File: config.mk
export PLATFORM = sky130hd
export DESIGN_NAME = low_power_mode_pin_control
export DESIGN_NICKNAME = d
export VERILOG_FILES = /design/src/core/lpm_pkg.sv /design/src/core/low_power_mode_pin_control.sv
export VERILOG_INCLUDE_DIRS = /design/src /design/src/core
export SDC_FILE = /design/constraint.sdc
export NUM_CORES = 1
export LEC_CHECK = 0
export ABC_CLOCK_PERIOD_IN_PS = 1650
export BUFFER_PORTS_ARGS = -buffer_cell sky130_fd_sc_hd__buf_2
export CORE_ASPECT_RATIO = 0.9
export CORE_MARGIN = 3
export CORE_UTILIZATION = 44
export CTS_BUF_LIST = sky130_fd_sc_hd__clkbuf_4 sky130_fd_sc_hd__clkbuf_8
export CTS_CLUSTER_DIAMETER = 50
export DETAILED_ROUTE_END_ITERATION = 10
export PLACE_DENSITY_LB_ADDON = 0.15
export SLEW_MARGIN = 20
export SYNTH_ARGS = -nofsm -noshare
export SYNTH_HDL_FRONTEND = slang
export SYNTH_SLANG_ARGS = --single-unit
File: constraint.sdc
create_clock -name clock -period 1.65 [get_ports clock]
set_input_delay 0.0825 -clock clock [delete_from_list [all_inputs] [get_ports clock]]
set_output_delay 0.0825 -clock clock [all_outputs]
set_load 0.01 [all_outputs]
File: src/core/lpm_defs.svh
`ifndef LPM_DEFS_SVH
`define LPM_DEFS_SVH
`define AUX_CONTROL_IDX 8'h8e
`define AUX_CONTROL_ADDR 12'h238
`define MODE_CTRL_ADDR 12'h000
`define MODE_STAT_ADDR 12'h004
`define AUX_CONTROL_RST 8'h00
`define MODE_CTRL_RST 8'h00
`define AUX_ALE_OFF_BIT 0
`define CTRL_IDLE_BIT 0
`define CTRL_PD_BIT 1
`define CTRL_CA_IDLE_RUN_BIT 2
`define STATES_PER_CYCLE 6
`define RESET_HOLD_CYCLES 2
`define IDLE_RESET_GRACE 2
`endif

File: src/core/lpm_pkg.sv
package lpm_pkg;
  typedef enum logic [2:0] {
    st_run = 3'b000,
    st_idle = 3'b001,
    st_pdown = 3'b010,
    st_grace = 3'b011,
    st_emul = 3'b100
  } mode_t;
  typedef struct packed {
    logic ale;
    logic ale_oe;
    logic prog_read_strobe;
    logic strobe_oe;
    logic port0_float;
    logic port2_addr;
  } pins_t;
  typedef struct packed {
    logic fetch;
    logic data_access;
  } bus_req_t;
endpackage

File: src/core/low_power_mode_pin_control.sv
// Added by the designer: register access over APB.
`timescale 1ns/100ps
`include "lpm_defs.svh"
module low_power_mode_pin_control #(
  parameter int STATES = `STATES_PER_CYCLE
) (
  input wire logic clock,
  input wire logic rst_n,
  input wire logic clk_en,
  input wire logic reset_pin,
  input wire logic external_fetch_select,
  input wire logic lock_bit_set,
  input wire logic ale_pin_in,
  input wire logic ext_irq_zero,
  input wire logic ext_irq_one,
  input wire logic irq_zero_armed,
  input wire logic irq_one_armed,
  input wire logic enabled_irq,
  input wire lpm_pkg::bus_req_t bus_req,
  input wire logic psel,
  input wire logic penable,
  input wire logic pwrite,
  input wire logic [11:0] paddr,
  input wire logic [31:0] pwdata,
  output logic [31:0] prdata,
  output logic pready,
  output logic pslverr,
  output lpm_pkg::pins_t pins,
  output logic osc_run,
  output logic cpu_run,
  output logic counter_array_run,
  output logic ram_write_block,
  output logic core_reset,
  output logic resume_after_pd,
  output logic fetch_external
);
  import lpm_pkg::*;

  if (STATES != 6) begin : g_bad_states
    $error("machine cycle must be six state pairs");
  end

  mode_t mode_reg, mode_next;
  logic half_reg;
  logic [2:0] state_reg;
  logic [7:0] aux_reg;
  logic [7:0] ctrl_reg;
  logic fetch_latch_reg;
  logic strap_taken_reg;
  logic [2:0] rst_cnt_reg;
  logic rst_prev_reg;
  logic emul_req_reg;
  logic data_cyc_reg;
  logic [1:0] grace_reg;
  logic pd_woken_reg;
  logic ale_q_reg, prog_read_strobe_q_reg;

  wire osc_on = mode_reg != st_pdown || pd_woken_reg;
  wire tick = clk_en && half_reg && osc_on;
  wire cycle_end = tick && (state_reg == 3'(STATES - 1));
  wire wr_en = psel && penable && pwrite;
  wire rd_en = psel && penable && !pwrite;
  wire hit_aux = paddr == `AUX_CONTROL_ADDR;
  wire hit_ctrl = paddr == `MODE_CTRL_ADDR;
  wire hit_stat = paddr == `MODE_STAT_ADDR;
  wire hit_any = hit_aux || hit_ctrl || hit_stat;
  wire rst_long = rst_cnt_reg >= 3'(`RESET_HOLD_CYCLES);
  wire pd_wake = (ext_irq_zero == 1'b0 && irq_zero_armed)
              || (ext_irq_one == 1'b0 && irq_one_armed);
  wire pd_release = pd_woken_reg && ext_irq_zero && ext_irq_one;
  wire strap_now = strap_taken_reg ? fetch_latch_reg : !external_fetch_select;
  wire ext_mode = lock_bit_set ? fetch_latch_reg : !external_fetch_select;
  wire ale_slot = (state_reg == 3'd1) || (state_reg == 3'd4);
  wire prog_read_strobe_slot = (state_reg == 3'd3) || (state_reg == 3'd0);
  wire data_skip = data_cyc_reg && (state_reg >= 3'd3 || state_reg == 3'd0);
  wire ale_run = ale_slot && !(data_cyc_reg && state_reg == 3'd1)
              && !(aux_reg[`AUX_ALE_OFF_BIT] && bus_req.fetch);
  wire prog_read_strobe_run = ext_mode && prog_read_strobe_slot && !(data_cyc_reg && prog_read_strobe_slot);
  wire unused = data_skip ^ strap_now ^ rd_en ^ (|pwdata[31:8]);

  assign pready = 1'b1;
  assign pslverr = psel && penable && !hit_any;

  always_ff @(posedge clock or negedge rst_n) begin
    if (!rst_n) begin
      half_reg <= 1'b0;
    end else if (clk_en && osc_on) begin
      half_reg <= !half_reg;
    end
  end

  always_ff @(posedge clock or negedge rst_n) begin
    if (!rst_n) begin
      state_reg <= 3'h0;
    end else if (tick && osc_on) begin
      state_reg <= cycle_end ? 3'h0 : state_reg + 3'h1;
    end
  end

  always_ff @(posedge clock or negedge rst_n) begin
    if (!rst_n) begin
      data_cyc_reg <= 1'b0;
    end else if (cycle_end) begin
      data_cyc_reg <= bus_req.data_access && mode_reg == st_run;
    end
  end

  always_ff @(posedge clock or negedge rst_n) begin
    if (!rst_n) begin
      rst_cnt_reg <= 3'h0;
    end else if (clk_en) begin
      if (!reset_pin) begin
        rst_cnt_reg <= 3'h0;
      end else if (cycle_end && !rst_long) begin
        rst_cnt_reg <= rst_cnt_reg + 3'h1;
      end
    end
  end

  always_ff @(posedge clock or negedge rst_n) begin
    if (!rst_n) begin
      rst_prev_reg <= 1'b0;
      emul_req_reg <= 1'b0;
      strap_taken_reg <= 1'b0;
      fetch_latch_reg <= 1'b0;
    end else if (clk_en) begin
      rst_prev_reg <= rst_long;
      if (rst_long) begin
        emul_req_reg <= !ale_pin_in && (pins.prog_read_strobe || !pins.strobe_oe);
        strap_taken_reg <= 1'b0;
      end else if (!strap_taken_reg) begin
        strap_taken_reg <= 1'b1;
        fetch_latch_reg <= !external_fetch_select;
      end
    end
  end

  always_ff @(posedge clock or negedge rst_n) begin
    if (!rst_n) begin
      pd_woken_reg <= 1'b0;
    end else if (clk_en) begin
      if (mode_reg != st_pdown) begin
        pd_woken_reg <= 1'b0;
      end else if (pd_wake) begin
        pd_woken_reg <= 1'b1;
      end
    end
  end

  always_comb begin
    mode_next = mode_reg;
    case (mode_reg)
      st_run: begin
        if (ctrl_reg[`CTRL_PD_BIT]) begin
          mode_next = st_pdown;
        end else if (ctrl_reg[`CTRL_IDLE_BIT]) begin
          mode_next = st_idle;
        end
      end
      st_idle: begin
        if (reset_pin) begin
          mode_next = st_grace;
        end else if (enabled_irq) begin
          mode_next = st_run;
        end
      end
      st_pdown: begin
        if (reset_pin || pd_release) begin
          mode_next = st_run;
        end
      end
      st_grace: begin
        if (grace_reg == 2'(`IDLE_RESET_GRACE - 1) && cycle_end) begin
          mode_next = st_run;
        end
      end
      st_emul: mode_next = st_emul;
      default: mode_next = st_run;
    endcase
    if (rst_prev_reg && !rst_long) begin
      mode_next = emul_req_reg ? st_emul : st_run;
    end
  end

  always_ff @(posedge clock or negedge rst_n) begin
    if (!rst_n) begin
      mode_reg <= st_run;
      grace_reg <= 2'h0;
      resume_after_pd <= 1'b0;
    end else if (clk_en) begin
      mode_reg <= mode_next;
      grace_reg <= (mode_reg != st_grace) ? 2'h0 : grace_reg + 2'(cycle_end);
      resume_after_pd <= mode_reg == st_pdown && pd_release && !reset_pin;
    end
  end

  always_ff @(posedge clock or negedge rst_n) begin
    if (!rst_n) begin
      aux_reg <= `AUX_CONTROL_RST;
      ctrl_reg <= `MODE_CTRL_RST;
    end else if (clk_en) begin
      if (rst_long) begin
        aux_reg <= `AUX_CONTROL_RST;
        ctrl_reg <= `MODE_CTRL_RST;
      end else begin
        if (wr_en && hit_aux) begin
          aux_reg <= {7'h00, pwdata[`AUX_ALE_OFF_BIT]};
        end
        if (wr_en && hit_ctrl) begin
          ctrl_reg <= pwdata[7:0];
        end else if (mode_reg != st_run) begin
          ctrl_reg[`CTRL_IDLE_BIT] <= 1'b0;
          ctrl_reg[`CTRL_PD_BIT] <= 1'b0;
        end
      end
    end
  end

  always_ff @(posedge clock or negedge rst_n) begin
    if (!rst_n) begin
      prdata <= 32'h0000_0000;
    end else if (clk_en && psel && !penable) begin
      prdata <= hit_aux ? {24'h00_0000, aux_reg}
              : hit_ctrl ? {24'h00_0000, ctrl_reg}
              : hit_stat ? {26'h000_0000, fetch_latch_reg, ext_mode, 1'b0, mode_reg}
              : 32'h0000_0000;
    end
  end

  always_ff @(posedge clock or negedge rst_n) begin
    if (!rst_n) begin
      ale_q_reg <= 1'b0;
      prog_read_strobe_q_reg <= 1'b1;
    end else if (clk_en) begin
      case (mode_reg)
        st_run, st_grace: begin
          ale_q_reg <= ale_run;
          prog_read_strobe_q_reg <= !prog_read_strobe_run;
        end
        st_idle: begin
          ale_q_reg <= 1'b1;
          prog_read_strobe_q_reg <= 1'b1;
        end
        st_pdown: begin
          ale_q_reg <= 1'b0;
          prog_read_strobe_q_reg <= 1'b0;
        end
        st_emul: begin
          ale_q_reg <= 1'b1;
          prog_read_strobe_q_reg <= 1'b1;
        end
        default: begin
          ale_q_reg <= 1'b0;
          prog_read_strobe_q_reg <= 1'b1;
        end
      endcase
    end
  end

  assign pins.ale = ale_q_reg;
  assign pins.prog_read_strobe = prog_read_strobe_q_reg;
  assign pins.ale_oe = mode_reg != st_emul && !rst_long
                    && !(aux_reg[`AUX_ALE_OFF_BIT] && mode_reg == st_run && bus_req.fetch);
  assign pins.strobe_oe = mode_reg != st_emul && !rst_long;
  assign pins.port0_float = mode_reg == st_emul || ((mode_reg == st_idle
                         || mode_reg == st_pdown) && ext_mode);
  assign pins.port2_addr = mode_reg == st_idle && ext_mode;
  assign osc_run = osc_on;
  assign cpu_run = mode_reg == st_run || mode_reg == st_grace || mode_reg == st_emul;
  assign counter_array_run = mode_reg == st_run
                          || (mode_reg == st_idle && ctrl_reg[`CTRL_CA_IDLE_RUN_BIT]);
  assign ram_write_block = mode_reg == st_grace;
  assign core_reset = rst_long;
  assign fetch_external = ext_mode;

  property p_pd_strobes_low;
    @(posedge clock) disable iff (!rst_n)
      (mode_reg == st_pdown && clk_en) |=> (!pins.ale && !pins.prog_read_strobe) || !clk_en;
  endproperty
  a_pd_strobes_low: assert property (p_pd_strobes_low)
    else $error("strobes not low in power-down");

  property p_idle_strobes_high;
    @(posedge clock) disable iff (!rst_n)
      (mode_reg == st_idle && $past(mode_reg) == st_idle) |-> pins.ale && pins.prog_read_strobe;
  endproperty
  a_idle_strobes_high: assert property (p_idle_strobes_high)
    else $error("strobes not high in idle");

  property p_osc_stops;
    @(posedge clock) disable iff (!rst_n)
      (mode_reg == st_pdown && !pd_woken_reg) |-> !osc_run && !cpu_run;
  endproperty
  a_osc_stops: assert property (p_osc_stops)
    else $error("oscillator runs in power-down");

  property p_pd_wake_osc;
    @(posedge clock) disable iff (!rst_n)
      (mode_reg == st_pdown && pd_woken_reg) |-> osc_run && !cpu_run;
  endproperty
  a_pd_wake_osc: assert property (p_pd_wake_osc)
    else $error("oscillator not restarted on wake");

  property p_grace_block;
    @(posedge clock) disable iff (!rst_n)
      (mode_reg == st_idle && reset_pin && clk_en && !(rst_prev_reg && !rst_long))
        |=> ram_write_block;
  endproperty
  a_grace_block: assert property (p_grace_block)
    else $error("ram writes not blocked after idle reset");

  property p_emul_float;
    @(posedge clock) disable iff (!rst_n)
      (mode_reg == st_emul) |-> pins.port0_float && !pins.strobe_oe;
  endproperty
  a_emul_float: assert property (p_emul_float)
    else $error("emulation pins not released");

  property p_irq_idle_exit;
    @(posedge clock) disable iff (!rst_n)
      (mode_reg == st_idle && enabled_irq && !reset_pin && clk_en && !rst_prev_reg)
        |=> mode_reg == st_run;
  endproperty
  a_irq_idle_exit: assert property (p_irq_idle_exit)
    else $error("idle not left on interrupt");

  property p_ca_pause;
    @(posedge clock) disable iff (!rst_n)
      (mode_reg == st_idle && !ctrl_reg[`CTRL_CA_IDLE_RUN_BIT]) |-> !counter_array_run;
  endproperty
  a_ca_pause: assert property (p_ca_pause)
    else $error("counter array runs in paused idle");

  property p_strap_locked;
    @(posedge clock) disable iff (!rst_n)
      (lock_bit_set && strap_taken_reg && $stable(strap_taken_reg)) |-> $stable(fetch_external);
  endproperty
  a_strap_locked: assert property (p_strap_locked)
    else $error("locked fetch select changed");
endmodule

==> run_results.csv <==
group,metric,value,unit
critical_path,r2r_end,"mode_reg[0]",
layout,nets,428,
sta,setup-tns-final,0,ns
critical_path,required,1.83,ns
logic_synthesis,seq_area_frac_synth,0.408,
outcome,outcome,"finished clean",
logic_synthesis,syn-instance-count,259,
sta,fmax,620,MHz
floorplan,dieArea,0.00622,mm^2
sta,setup_violations,0,
routing,antenna_left,0,
clock_tree,cts_tree,"built",
placement,dp_hpwl,4.29,mm
sta,fin_ws,0.0365,ns
logic_synthesis,ys_types,52,
logic_synthesis,synthTopCellsByArea,"dfrtp_1 (40%), buf_4 (8.7%), nand2_1 (5.0%)",
grt,antenna_found_initial,0,
clock_tree,numClockSinks,38,
logic_synthesis,synth_top_cells_by_count,"dfrtp_1 (37), nand2_1 (31), buf_4 (27)",
clock_tree,clock_latency,0.29,ns
critical_path,cp_slowest_cell,"or3b_4",
clock_tree,cts_root_buffer,"clkbuf_8",
sta,min_period_over_period,0.978,
sta,hold_viol_final,0,
pwr,switching_power,1.12,mW
floorplan,fp-row-count,24,
placement,io_buffers,58,
grt,grt_max_degree,39,
pwr,clockPowerShare,0.282,
layout,nFillCells,436,
worst_hold_path,hp-class,"in -> reg",
routing,wire_per_inst,13.3,um
critical_path,cp_max_fo,5,
job,drv_cap,0,
placement,globalplace.congestion,0.807,
logic_synthesis,yosys.area.top_type,"dfrtp_1",
clock_tree,htreeDepth,2,
floorplan,start_util,0.468,
sta,period_minus_slack,1.61,ns
grt,grt_pass1_wl,8.85,mm
routing,num_vias,2111,
critical_path,timing.rr.start,"rst_cnt_reg[2]",
routing,wl,5.70,mm
placement,dp_cells,405,
floorplan,io_pins,108,
logic_synthesis,ys_warn_count,0,
pwr,power.static_leakage,1.63,nW
critical_path,crit_chain,"or3b_4 > nand3b_1 > o211ai_1 > buf_4 > o41ai_1",
logic_synthesis,syn_area,0.00233,mm^2
sta,final-max-slew-violation-count,0,
floorplan,die_h,75.1,um
logic_synthesis,synth-edff-count,0,
pwr,ir_drop,670,uV
pwr,p_sw_frac,0.324,
layout,n_antenna_cell,0,
routing,first_pass_iters,4,
floorplan,design.core.area,0.00498,mm^2
critical_path,cp.arrival,1.79,ns
critical_path,cp-end-kind,"register",
critical_path,cp-start-kind,"register",
layout,final_util,0.637,
critical_path,reg2reg_slack,0.04,ns
clock_tree,path_clk_slew,0.07,ns
grt,track_usage,0.186,
logic_synthesis,avgSynthCellArea,9.01,um^2
critical_path,max_stage_delay,0.40,ns
routing,drtIter0Drc,66,
logic_synthesis,ys.flop_type,"dfrtp_1",
layout,syn2layout_area_growth,36.0,%
logic_synthesis,synth_top_area_share,0.397,
floorplan,die_w,82.8,um
routing,vias_per_cell,4.94,
worst_hold_path,hp-start,"pwdata[5]",
clock_tree,cts.path.max_buffers,2,
worst_hold_path,hold_depth,2,
sta,clock_skew,0.00259,ns
layout,fin_cells,427,
pwr,p_seq_frac,0.336,
sta,hold-worst-slack,0.00848,ns
logic_synthesis,async_flop_share,1.00,
layout,drive_above_1_share,0.398,
pwr,internal_power,2.34,mW
critical_path,crit_type,"reg -> reg",
placement,dp_worst_setup_slack,-0.0397,ns
sta,rsz0062_at_grt,"true",
critical_path,rr_worst_depth,5,
pwr,power.density,1090,mW/mm^2
clock_tree,cts_buffers,5,
routing,drc,0,
grt,grt_pass1_vias,1942,
grt,overflow,0,
logic_synthesis,synthMostInstantiatedCell,"dfrtp_1",
logic_synthesis,ys_ff_latch,38,
worst_hold_path,holdPathEnd,"ctrl_reg[5]",
pwr,comb_power_share,0.382,
==> logic make-up (layout without fill, tap and decap cells) <==
| family | after synthesis | in the layout | synth area share |
|---|---|---|---|
| flops | 38 | 38 | 0.408 |
| fa+ha+maj | 7 | 7 | 0.0364 |
| compound gates | 64 | 64 | 0.182 |
| other cells | 2 | 25 | 0.00322 |
| simple gates | 92 | 92 | 0.229 |
| xor+xnor | 1 | 1 | 0.00375 |
| buf+inv | 54 | 134 | 0.134 |
| mux | 1 | 1 | 0.00429 |
==> per-stage QoR <==
stage | total power [mW] | cell area, um^2
floorplan | 1.87 | 2420
global placement | 2.28 | 2820
detailed placement | 2.29 | 2820
CTS | 3.35 | 3060
global route | 3.69 | 3180
finish | 3.46 | 3180
==> how the worst max path moves through the flow <==
stage                    from     endpoint  cells past startpoint
2_1_floorplan     mode_reg[2]  mode_reg[1]                      5
3_3_place_gp         paddr[6]  ctrl_reg[7]                      6
4_1_cts        rst_cnt_reg[2]      pins[4]                      7
3_5_place_dp         paddr[6]  ctrl_reg[7]                      6
5_1_grt          state_reg[1]  mode_reg[0]                      7
6_report       rst_cnt_reg[2]  mode_reg[0]                      5
==> layout make-up <==
type / count / area, um^2 / share of cell area
clock buffers: 6 / 82.6 / 0.0260
clock inverters: 2 / 60.1 / 0.0189
inverters: 18 / 67.6 / 0.0213
multi-input cells: 190 / 1240 / 0.390
flip-flops and latches: 38 / 953 / 0.300
well taps: 65 / 81.3 / 0.0256
repair buffers: 108 / 693 / 0.218
==> power groups by stage <==
stage | clock [mW] | combinational, mW | sequential (mW)
after floorplan | 0 | 0.726 | 1.15
after global placement | 0 | 1.13 | 1.15
after detailed placement | 0 | 1.13 | 1.16
after CTS | 1.01 | 1.20 | 1.15
after global routing | 1.04 | 1.46 | 1.18
final | 0.974 | 1.32 | 1.16
==> per-layer routing <==
metal,GRT usage,vias up,part of all wire,wire length (um)
met4,0.0436,0,0.011,62
met1,0.260,980,0.46,2600
li1,-,1059,-,-
met3,0.0407,5,0.070,401
met5,0,-,0,0
met2,0.294,67,0.46,2630
==> worst max-delay path, delay by kind of cell (launching register included) <==
kind,cells,cell delay [ns]
compound gates,2,0.42
buf+inv,1,0.19
flops,1,0.38
simple gates,2,0.52
==> layout by cell type (no fill, tap or decap), types with 7 or more instances in the layout <==
cell type / instances
inv_1: 17
dfrtp_1: 36
a21oi_1: 14
nand2_1: 31
conb_1: 25
nor2_1: 12
buf_4: 41
buf_2: 58
nand3_1: 7
o21ai_0: 16
==> what timing repair did <==
action                                 CTS  global route
hold buffers                             5             0
pin swaps                                3             5
gates resized for setup                 11            14
gates cloned                             0             0
endpoints found under the hold margin   41             0
setup endpoints to repair                5            11
setup buffers                            2             7
Power figures use the tool's default switching activity.
